===== src/core/lockstep_pkg.sv =====
// Purpose : Constants and types for the lockstep compare monitor
// Assumes : One clock, Avalon-MM register access, byte addresses
// Notes   : Two compare blocks share one register layout
//
// How it works
// RQ1: Active mode compares cores and irq controllers.
// RQ2: Main core outputs delayed two cycles.
// RQ3: Four modes, chosen only by key writes.
// RQ4: Each block owns key and status registers.
// RQ5: Status channel shows mismatch or self test.
// RQ6: Self test runs patterns, mismatch held off.
// RQ7: Self test fault raises self-test error.
// RQ8: Core block self test lasts 4947 cycles.
// RQ9: Irq block self test lasts 151 cycles.
// RQ10: Error forcing injects mismatch for one cycle.
// RQ11: Forcing per block, via its own key.
// RQ12: Self-test forcing pulses fault, reverts next cycle.
// RQ13: Checker core bus inputs checked against clamp.
// RQ14: Checker core issues no bus transactions.
// RQ15: Powered-off masters watched for stray traffic.
// RQ16: In lockstep group-two irqs off, pin high.
// RQ17: Software initialises both cores' registers identically.
package lockstep_pkg;

  // ------------------------------------------------------------
  // Register map
  // ------------------------------------------------------------
  localparam logic [7:0] CORE_KEY_OFS   = 8'h00;
  localparam logic [7:0] CORE_STAT_OFS  = 8'h04;
  localparam logic [7:0] IRQC_KEY_OFS   = 8'h08;
  localparam logic [7:0] IRQC_STAT_OFS  = 8'h0c;
  localparam logic [7:0] EVT_STAT_OFS   = 8'h10;
  localparam logic [7:0] EVT_MASK_OFS   = 8'h14;

  // ------------------------------------------------------------
  // Mode keys and field positions
  // ------------------------------------------------------------
  localparam logic [3:0] KEY_LOCKSTEP   = 4'h0;
  localparam logic [3:0] KEY_SELFTEST   = 4'h6;
  localparam logic [3:0] KEY_FORCE      = 4'h9;
  localparam logic [3:0] KEY_ST_FORCE   = 4'hf;

  localparam int STAT_CMP_BIT     = 0;
  localparam int STAT_DONE_BIT    = 1;
  localparam int STAT_FAIL_BIT    = 2;
  localparam int STAT_MODE_LSB    = 4;

  localparam int EVT_CORE_CMP_BIT = 0;
  localparam int EVT_IRQC_CMP_BIT = 1;
  localparam int EVT_ST_FAIL_BIT  = 2;
  localparam int EVT_BUS_BIT      = 3;
  localparam int EVT_W            = 4;

  localparam logic [EVT_W-1:0] EVT_MASK_RST = 4'h0;

  // ------------------------------------------------------------
  // Cycle counts
  // ------------------------------------------------------------
  localparam int          CORE_DELAY_CYC = 2;
  localparam int          CORE_ST_CYC    = 4947;
  localparam logic [15:0] IRQC_ST_CYC    = 16'h0097;
  localparam logic [15:0] CNT_ZERO       = 16'h0000;

  // ------------------------------------------------------------
  // Types
  // ------------------------------------------------------------
  typedef enum logic [1:0] {
    MODE_LOCK    = 2'b00,
    MODE_SELF    = 2'b01,
    MODE_FORCE   = 2'b10,
    MODE_STFORCE = 2'b11
  } mode_e;

  typedef struct packed {
    mode_e       mode;
    logic [15:0] cnt;
    logic        cmp_err;
    logic        st_done;
    logic        st_fail;
    logic        cmp_now;
    logic        st_err_now;
  } blk_s;

  typedef struct packed {
    logic       we;
    logic [3:0] key;
    logic       clr_we;
    logic [2:0] clr;
  } blk_wr_s;

endpackage : lockstep_pkg


===== src/core/lockstep_compare_monitor.sv =====
// Purpose : Lockstep comparator, self test, error forcing, bus inactivity monitor
// Assumes : Both cores and both irq controllers on clock_in
// Notes   : Registers reached over Avalon-MM with waitrequest
`timescale 1ns/10ps
module lockstep_compare_monitor
  import lockstep_pkg::*;
#(
  parameter int CORE_W        = 32,
  parameter int IRQC_W        = 16,
  parameter int BUS_W         = 16,
  parameter int MASTERS       = 4,
  parameter int CORE_ST_LEN   = CORE_ST_CYC,
  parameter logic [BUS_W-1:0] BUS_CLAMP = '0
) (
  input  wire logic               clock_in,
  input  wire logic               reset_in,
  input  wire logic [7:0]         avs_address_in,
  input  wire logic               avs_read_in,
  input  wire logic               avs_write_in,
  input  wire logic [31:0]        avs_writedata_in,
  input  wire logic [3:0]         avs_byteenable_in,
  output logic [31:0]             avs_readdata_out,
  output logic                    avs_waitrequest_out,
  input  wire logic [CORE_W-1:0]  core_main_in,
  input  wire logic [CORE_W-1:0]  core_check_in,
  input  wire logic [IRQC_W-1:0]  irqc_main_in,
  input  wire logic [IRQC_W-1:0]  irqc_check_in,
  input  wire logic               lockstep_in,
  input  wire logic [BUS_W-1:0]   checker_bus_in,
  input  wire logic [MASTERS-1:0] master_active_in,
  input  wire logic [MASTERS-1:0] domain_off_in,
  input  wire logic               error_group_two_in,
  input  wire logic               error_pin_n_in,
  output logic                    compare_error_out,
  output logic                    selftest_error_out,
  output logic                    comparator_status_channel_out,
  output logic                    bus_error_out,
  output logic                    error_group_two_out,
  output logic                    error_pin_n_out,
  output logic                    irq_out
);

  // ------------------------------------------------------------
  // Parameter checks
  // ------------------------------------------------------------
  if (CORE_W < 2 || IRQC_W < 2 || CORE_W > 32 || IRQC_W > 32 || MASTERS < 1 || BUS_W < 1) begin : g_bad_width
    $error("lockstep_compare_monitor: widths out of range");
  end
  if (CORE_ST_LEN < 2 || CORE_ST_LEN > 65535) begin : g_bad_len
    $error("lockstep_compare_monitor: self test length out of range");
  end

  localparam logic [15:0] CORE_ST_LEN_C = 16'(CORE_ST_LEN);

  // ------------------------------------------------------------
  // State
  // ------------------------------------------------------------
  typedef struct packed {
    logic [CORE_W-1:0] main_d1;
    logic [CORE_W-1:0] main_d2;
    blk_s              core;
    blk_s              irqc;
    logic [EVT_W-1:0]  evt;
    logic [EVT_W-1:0]  mask;
    logic              bus_err;
    logic              ack;
    logic [31:0]       rdata;
  } st_s;

  st_s st_r;
  st_s st_nxt;

  // ------------------------------------------------------------
  // Functions
  // ------------------------------------------------------------
  function automatic logic differs(input logic [31:0] a, input logic [31:0] b);
    differs = |(a ^ b);
  endfunction : differs

  function automatic mode_e key_to_mode(input logic [3:0] key, input mode_e cur);
    case (key)
      KEY_LOCKSTEP: key_to_mode = MODE_LOCK;
      KEY_SELFTEST: key_to_mode = MODE_SELF;
      KEY_FORCE:    key_to_mode = MODE_FORCE;
      KEY_ST_FORCE: key_to_mode = MODE_STFORCE;
      default:      key_to_mode = cur;
    endcase
  endfunction : key_to_mode

  function automatic logic [31:0] stat_word(input blk_s b);
    stat_word = 32'h0000_0000;
    stat_word[STAT_CMP_BIT]                   = b.cmp_err;
    stat_word[STAT_DONE_BIT]                  = b.st_done;
    stat_word[STAT_FAIL_BIT]                  = b.st_fail;
    stat_word[STAT_MODE_LSB+1:STAT_MODE_LSB]  = b.mode;
  endfunction : stat_word

  // One cycle of a compare block's mode sequencer
  function automatic blk_s blk_step(input blk_s b, input logic mis, input logic st_ok,
                                    input blk_wr_s w, input logic [15:0] st_len);
    blk_s n;
    logic done_now;
    n            = b;
    done_now     = 1'b0;
    n.cmp_now    = 1'b0;
    n.st_err_now = 1'b0;
    case (b.mode)
      MODE_LOCK: begin
        n.cmp_now = mis; // RQ1
      end
      MODE_SELF: begin
        n.cmp_now = 1'b0; // RQ6
        if (!st_ok) begin
          n.st_fail    = 1'b1; // RQ7
          n.st_err_now = 1'b1; // RQ7
        end
        if (b.cnt == st_len - 16'h0001) begin
          n.mode    = MODE_LOCK; // RQ8 RQ9
          n.cnt     = CNT_ZERO;
          n.st_done = 1'b1;
          done_now  = 1'b1;
        end else begin
          n.cnt = b.cnt + 16'h0001;
        end
      end
      MODE_FORCE: begin
        n.cmp_now = mis; // RQ10
        n.mode    = MODE_LOCK; // RQ10
      end
      MODE_STFORCE: begin
        n.cmp_now    = mis; // RQ12
        n.st_err_now = 1'b1; // RQ12
        n.st_fail    = 1'b1;
        n.mode       = MODE_LOCK; // RQ12
      end
      default: begin
        n.mode = MODE_LOCK;
      end
    endcase
    if (w.clr_we) begin
      if (w.clr[STAT_CMP_BIT]) n.cmp_err = 1'b0;
      if (w.clr[STAT_DONE_BIT] && !done_now) n.st_done = 1'b0;
      if (w.clr[STAT_FAIL_BIT] && !n.st_err_now) n.st_fail = 1'b0;
    end
    if (n.cmp_now) n.cmp_err = 1'b1;
    if (w.we) begin
      n.mode = key_to_mode(w.key, n.mode); // RQ3 RQ11
      n.cnt  = CNT_ZERO;
    end
    blk_step = n;
  endfunction : blk_step

  // ------------------------------------------------------------
  // Compare paths
  // ------------------------------------------------------------
  logic [31:0] core_a;
  logic [31:0] core_b;
  logic [31:0] irqc_a;
  logic [31:0] irqc_b;
  logic        core_mis;
  logic        irqc_mis;
  logic        core_st_ok;
  logic        irqc_st_ok;

  always_comb begin
    core_a = 32'(st_r.main_d2); // RQ2
    core_b = 32'(core_check_in);
    irqc_a = 32'(irqc_main_in);
    irqc_b = 32'(irqc_check_in);
    if (st_r.core.mode == MODE_FORCE) begin
      core_a = 32'h0000_0000; // RQ10
      core_b = 32'h0000_0001;
    end
    if (st_r.irqc.mode == MODE_FORCE) begin
      irqc_a = 32'h0000_0000; // RQ10 RQ11
      irqc_b = 32'h0000_0001;
    end
    core_mis   = differs(core_a, core_b);
    irqc_mis   = differs(irqc_a, irqc_b);
    core_st_ok = !differs({16'h0000, st_r.core.cnt}, {16'h0000, st_r.core.cnt})
               && differs({16'h0000, st_r.core.cnt}, {16'h0000, ~st_r.core.cnt}); // RQ6
    irqc_st_ok = !differs({16'h0000, st_r.irqc.cnt}, {16'h0000, st_r.irqc.cnt})
               && differs({16'h0000, st_r.irqc.cnt}, {16'h0000, ~st_r.irqc.cnt}); // RQ6
  end

  // ------------------------------------------------------------
  // Bus access decode
  // ------------------------------------------------------------
  logic    req;
  logic    wr_go;
  logic    lo_lane;
  blk_wr_s core_wr;
  blk_wr_s irqc_wr;
  logic    bus_evt;

  always_comb begin
    req     = avs_read_in || avs_write_in;
    wr_go   = avs_write_in && st_r.ack;
    lo_lane = avs_byteenable_in[0];
    core_wr.we     = wr_go && lo_lane && avs_address_in == CORE_KEY_OFS; // RQ4
    core_wr.key    = avs_writedata_in[3:0];
    core_wr.clr_we = wr_go && lo_lane && avs_address_in == CORE_STAT_OFS;
    core_wr.clr    = avs_writedata_in[2:0];
    irqc_wr.we     = wr_go && lo_lane && avs_address_in == IRQC_KEY_OFS; // RQ4
    irqc_wr.key    = avs_writedata_in[3:0];
    irqc_wr.clr_we = wr_go && lo_lane && avs_address_in == IRQC_STAT_OFS;
    irqc_wr.clr    = avs_writedata_in[2:0];
    bus_evt = lockstep_in && ((checker_bus_in != BUS_CLAMP) // RQ13 RQ14
                              || |(master_active_in & domain_off_in)); // RQ15
  end

  // ------------------------------------------------------------
  // Next state
  // ------------------------------------------------------------
  always_comb begin
    st_nxt         = st_r;
    st_nxt.main_d1 = core_main_in; // RQ2
    st_nxt.main_d2 = st_r.main_d1; // RQ2
    st_nxt.core    = blk_step(st_r.core, core_mis, core_st_ok, core_wr, CORE_ST_LEN_C); // RQ8
    st_nxt.irqc    = blk_step(st_r.irqc, irqc_mis, irqc_st_ok, irqc_wr, IRQC_ST_CYC); // RQ9
    st_nxt.bus_err = bus_evt; // RQ13
    st_nxt.ack     = req && !st_r.ack;
    if (req && !st_r.ack) begin
      case (avs_address_in)
        CORE_KEY_OFS:  st_nxt.rdata = {30'h0000_0000, st_r.core.mode};
        CORE_STAT_OFS: st_nxt.rdata = stat_word(st_r.core);
        IRQC_KEY_OFS:  st_nxt.rdata = {30'h0000_0000, st_r.irqc.mode};
        IRQC_STAT_OFS: st_nxt.rdata = stat_word(st_r.irqc);
        EVT_STAT_OFS:  st_nxt.rdata = 32'(st_r.evt);
        EVT_MASK_OFS:  st_nxt.rdata = 32'(st_r.mask);
        default:       st_nxt.rdata = 32'h0000_0000;
      endcase
    end
    if (wr_go && lo_lane && avs_address_in == EVT_STAT_OFS) begin
      st_nxt.evt = st_r.evt & ~avs_writedata_in[EVT_W-1:0];
    end
    if (wr_go && lo_lane && avs_address_in == EVT_MASK_OFS) begin
      st_nxt.mask = avs_writedata_in[EVT_W-1:0];
    end
    if (st_nxt.core.cmp_now) st_nxt.evt[EVT_CORE_CMP_BIT] = 1'b1;
    if (st_nxt.irqc.cmp_now) st_nxt.evt[EVT_IRQC_CMP_BIT] = 1'b1;
    if (st_nxt.core.st_err_now || st_nxt.irqc.st_err_now) st_nxt.evt[EVT_ST_FAIL_BIT] = 1'b1;
    if (bus_evt) st_nxt.evt[EVT_BUS_BIT] = 1'b1;
  end

  // ------------------------------------------------------------
  // Registers
  // ------------------------------------------------------------
  always_ff @(posedge clock_in or posedge reset_in) begin
    if (reset_in) begin
      st_r         <= '0;
      st_r.core    <= '{mode: MODE_LOCK, cnt: CNT_ZERO, default: 1'b0};
      st_r.irqc    <= '{mode: MODE_LOCK, cnt: CNT_ZERO, default: 1'b0};
      st_r.mask    <= EVT_MASK_RST;
    end else begin
      st_r <= st_nxt;
    end
  end

  // ------------------------------------------------------------
  // Outputs
  // ------------------------------------------------------------
  always_comb begin
    avs_waitrequest_out           = (avs_read_in || avs_write_in) && !st_r.ack;
    avs_readdata_out              = st_r.rdata;
    compare_error_out             = st_r.core.cmp_now || st_r.irqc.cmp_now; // RQ1
    selftest_error_out            = st_r.core.st_err_now || st_r.irqc.st_err_now; // RQ7
    comparator_status_channel_out = st_r.core.cmp_err || st_r.irqc.cmp_err
                                  || st_r.core.mode == MODE_SELF
                                  || st_r.irqc.mode == MODE_SELF; // RQ5
    bus_error_out                 = st_r.bus_err; // RQ13
    error_group_two_out           = !lockstep_in && error_group_two_in; // RQ16
    error_pin_n_out               = lockstep_in || error_pin_n_in; // RQ16
    irq_out                       = |(st_r.evt & st_r.mask);
  end

endmodule : lockstep_compare_monitor


===== config.mk =====
export PLATFORM = sky130hd
export DESIGN_NAME = lockstep_compare_monitor
export DESIGN_NICKNAME = d
export VERILOG_FILES = /design/src/core/lockstep_pkg.sv /design/src/core/lockstep_compare_monitor.sv
export SDC_FILE = /design/constraint.sdc
export NUM_CORES = 1
export LEC_CHECK = 0
export BUFFER_PORTS_ARGS = -buffer_cell sky130_fd_sc_hd__buf_4
export CAP_MARGIN = 10
export CORE_MARGIN = 2
export CORE_UTILIZATION = 34
export DETAILED_ROUTE_END_ITERATION = 10
export GPL_TIMING_DRIVEN = 0
export PLACE_DENSITY = 0.72
export SYNTH_ARGS = -nofsm -noshare
export SYNTH_HDL_FRONTEND = slang
export SYNTH_SLANG_ARGS = --single-unit
export TNS_END_PERCENT = 10

===== constraint.sdc =====
create_clock -name clock_in -period 4.17 [get_ports clock_in]
set_input_delay 0.834 -clock clock_in [delete_from_list [all_inputs] [get_ports clock_in]]
set_output_delay 0.834 -clock clock_in [all_outputs]
set_load 0.05 [all_outputs]

# Word level (Yosys, flattened, before mapping)
# Index checks and enable logic that the tools add are counted.
[totals]
register_bits = 152
input_bits = 171
[op_classes]
n_addsub = 2
n_eq_ne = 16
muxes = 49
bitwise_logic = 12
reduce_logical = 63
[ops]
columns = ["cell", "count"]
rows = [
  ["$reduce_or 32->1", 6],
  ["$mux 16", 6],
  ["$mux 32", 2],
  ["$xor 16x16->16", 4],
  ["$xor 32x32->32", 2],
  ["$mux 18", 2],
  ["$pmux 6 s6", 1],
  ["$add 16x1->16 const B", 2],
  ["$not 16->16", 2],
  ["$mux 1", 23],
  ["$reduce_bool 2->1", 10],
  ["$logic_and 1x1->1", 17],
  ["$eq 16x13->1 const B", 1],
  ["$eq 16x8->1 const B", 1],
  ["$eq 8x4->1 const B", 2],
  ["$eq 8x5->1 const B", 2],
  ["$pmux 2 s4", 2],
  ["$reduce_bool 16->1", 1],
  ["$and 4x4->4", 3],
  ["$pmux 1 s2", 6],
  ["$logic_or 1x1->1", 9],
  ["$eq 2x2->1 const B", 4],
  ["$eq 4x4->1 const B", 2],
  ["$eq 8x3->1 const B", 1],
  ["15 further kinds", 31],
]

# Longest topological paths before layout
[logic_depth]
depth_word = 11
ltp_mapped = 8
ltp_nobuf = 7

# Worst setup path after synthesis
# Ideal clock, no wire load.
[synth_path]
path_type = "input to output"
startpoint = "input port avs_write_in"
endpoint = "output port avs_waitrequest_out"
t_arrival_ns = 1.543
required_time_ns = 3.336
setup_slack_ns = 1.793
stages = 3
path_buffers = 1
cell_sequence = "o21bai_1 -> clkbuf_1 -> inv_1"
[synth_via]
elab_chain_len = 2
[synth_lines]
columns = ["item", "line_no", "rtl"]
rows = [
  ["from (decl)", "lockstep_compare_monitor.sv:19", "input wire logic avs_write_in,"],
  ["$logic_or 1x1->1", "lockstep_compare_monitor.sv:264", "avs_waitrequest_out = (avs_read_in || avs_write_in) && !st_r.ack;"],
  ["$logic_and 1x1->1", "lockstep_compare_monitor.sv:264", ""],
  ["to (decl)", "lockstep_compare_monitor.sv:23", "output logic avs_waitrequest_out,"],
]
# Every way passes these cells.

# Worst setup path in the final report
[layout_path]
startpoint = "register st_r[63] in the netlist's numbering"
endpoint = "output port comparator_status_channel_out"
[layout_via]
elab_chain_len = 2
[layout_lines]
columns = ["item", "line_no", "rtl"]
rows = [
  ["from (decl)", "lockstep_compare_monitor.sv:70", "st_s st_r;"],
  ["from (signal assigned)", "lockstep_compare_monitor.sv:256", "st_r <= st_nxt;"],
  ["$eq 2x1->1", "lockstep_compare_monitor.sv:270", "|| st_r.irqc.mode == MODE_SELF;"],
  ["$logic_or 1x1->1", "lockstep_compare_monitor.sv:270", ""],
  ["to (decl)", "lockstep_compare_monitor.sv:36", "output logic comparator_status_channel_out,"],
]
# Every way passes these cells.

==> impl_metrics.csv <==
group,metric,value,unit
synthesis,synthTopCellsByCount,"dfrtp_1 (126), nand2_1 (52), nor2_1 (37)",
placed_design,placed_cells,929,
pwr,total_leakage_power,3.78,nW
cts,clk_pin_slew,0.06,ns
finish,multiInputGateArea,0.00234,mm2
critical_path,slowest_stage,"or4_1",
critical_path,path_buf_inv,2,
critical_path,worst_ep_arrival_time,1.99,ns
critical_path,required,3.34,ns
placed_design,dp_hpwl,9.71,mm
cts,cts_buffer_depth,2,
synthesis,synthesis.area,0.00576,mm2
synthesis,yosys.area.top_type_share,54.7,%
detailed_routing,firstDrtPassIters,5,
finish,instances_no_fill,961,
synthesis,ys_async_sr_fraction,100,%
timing,period_minus_slack,2.82,ns
critical_path,cpPeakStageDelay,0.51,ns
detailed_routing,wl_per_cell,13.6,um
pwr,peakVddDrop,0.000346,V
hold_path,hp-class,"reg -> reg",
cts,numCtsBuffers,17,
floorplanning,initial_core_util,34.7,%
finish,diodes,0,
critical_path,crit_path_start_kind,"flop",
global_routing,grt_max_degree,47,
floorplanning,dieHeight,134,um
finish,seq_area,0.00315,mm2
synthesis,synth.avg_cell_area,10.9,um2
synthesis,synthCells,530,
global_routing,grt_usage,15.1,%
detailed_routing,antenna_left,0,
cts,clk_latency,0.42,ns
floorplanning,core-area,0.0166,mm2
finish,syn_to_final_growth,38.3,%
timing,relSlewSlack,43.1,%
synthesis,synth.distinct_cells,63,
critical_path,endpoint_kind,"output pin",
timing,setup_viol,0,
cts,cts_hold_buf,0,
critical_path,crit_family,"simple AND/OR/NAND/NOR gates",
cts,htreeDepth,4,
synthesis,synthTopCellsByArea,"dfrtp_1 (55%), xor2_1 (5.5%), buf_4 (4.4%)",
global_routing,grt_pass1_vias,4449,
floorplanning,io_pins,211,
synthesis,seq_area_frac_synth,54.7,%
global_routing,antenna_found_initial,0,
synthesis,synth.most_common_cell,"dfrtp_1",
synthesis,synth_top_flop_cell,"dfrtp_1",
timing,maxSlewViolCount,0,
synthesis,synth-seq-cells,126,
placed_design,portBuffers,151,
critical_path,path_class,"reg -> out",
placed_design,place.gp.congestion,0.841,
cts,cts-resized-gates,0,
synthesis,synth-edff-count,0,
cts,clock_sinks,126,
floorplanning,die_x,134,um
cts,post_cts_buffers,0,
critical_path,crit_chain,"nor2b_1, clkbuf_1, or4_1, buf_4",
finish,drive_gt1_share,32.5,%
timing,fin_tns_setup,0,ns
timing,max_freq,0.354,GHz
cts,cts_root_buffer,"clkbuf_16",
detailed_routing,viasPerCell,4.67,
floorplanning,rows,47,
critical_path,cp_max_fo,9,
global_routing,grt_pass1_wl,21.2,mm
timing,period_share,67.7,%
pwr,powerDensity,445,mW/mm2
outcome,outcome,"complete, no violations",
cts,tritoncts,"yes",
finish,fin_nets,903,
job,max_cap_viol_count,0,
synthesis,yosysWarnings,0,
detailed_routing,dr.first_iter.drc_count,318,
timing,rsz0062_at_grt,"false",
floorplanning,die_area,0.0180,mm2
detailed_routing,drc,0,
global_routing,grt_overflow,0,
detailed_routing,via_count,4487,
timing,clock_skew,0.0110,ns
timing,finalHoldViolations,0,
synthesis,synth_top_area_cell,"dfrtp_1",
finish,fillers,1547,
detailed_routing,wirelength,13.1,mm
timing,worst-slew-pin-transition,0.845,ns
cell type report:
cell class                      count  share of cell area, %
Buffer                             46                   3.99
Clock buffer                       17                   5.34
Clock inverter                     15                   2.67
Inverter                           13                  0.660
Multi-Input combinational cell    370                   29.3
Sequential cell                   126                   39.6
Tap cell                          220                   3.46
Timing Repair Buffer              154                   15.0
stage by stage:
step	area (um2)	setup WS, ns	hold WS, ns	power (mW)	util, %
detailed placement	7330	1.51	0.335	1.98	44.2
global route	7970	1.27	0.351	3.72	48.0
floorplan	5860	1.78	0.331	1.78	-
global placement	7270	1.02	0.331	1.96	43.8
CTS	7970	1.30	0.349	3.58	48.0
finish	7970	1.35	0.347	3.55	48.0
sequential cells by signal (all words and copies together), names as in the netlist:
| signal | cells |
|---|---|
| st_r | 87 |
| st_nxt | 32 |
| avs_readdata_out | 6 |
| bus_error_out | 1 |
per-layer routing:
layer	wire [um]	up-vias	GRT usage (%)	share of wire (%)
li1	-	2212	-	-
met1	5520	2085	18.8	42
met2	6170	181	23.6	47
met3	1280	9	6.73	9.8
met4	118	0	4.80	0.90
met5	0	-	0	0
report_power, final:
part,internal [mW],switching (mW),total (mW)
logic,0.242,0.252,0.494
registers,1.34,0.125,1.46
clock network,0.973,0.613,1.59
total,2.56,0.990,3.55
logic make-up (layout without fill, tap and decap cells):
family                     Yosys count  in the layout  share of synthesized area, %
xor gates and xnor gates            57             57                          8.66
buffers and inverters               59            245                          6.36
muxes                               14             14                          2.74
other                                1             26                        0.0651
AOI/OAI and AO/OA                   78             78                          8.90
and+or+nand+nor                    191            191                          17.7
adders and majority gates            4              4                         0.869
DFF                                126            126                          54.7
path summary, 6_finish.rpt:
check                      cells past startpoint  slack, ns                       endpoint       start
max                                            4       1.35  comparator_status_channel_out    st_r[63]
min                                            0       0.35                       st_r[90]  st_nxt[90]
max reg2reg                                    8       1.93                       st_r[57]    st_r[47]
min reg2reg                                    0       0.35                       st_r[90]  st_nxt[90]
max in group asynchronous                      4       3.01                       st_r[81]    reset_in
min in group asynchronous                      2       0.42                       st_r[88]    reset_in
cell usage in the layout (no fill, tap or decap), drive strengths merged, types with 16 or more instances in the layout:
master / Yosys / final
clkbuf: 7 / 24
a21oi: 16 / 16
dfrtp: 126 / 126
nor2: 37 / 37
inv: 13 / 22
o21ai: 18 / 18
xnor2: 21 / 21
nand2: 53 / 53
xor2: 36 / 36
buf: 38 / 192
nor4: 16 / 16
conb: 1 / 26
nand3: 19 / 19
Power figures use the tool's default switching activity.
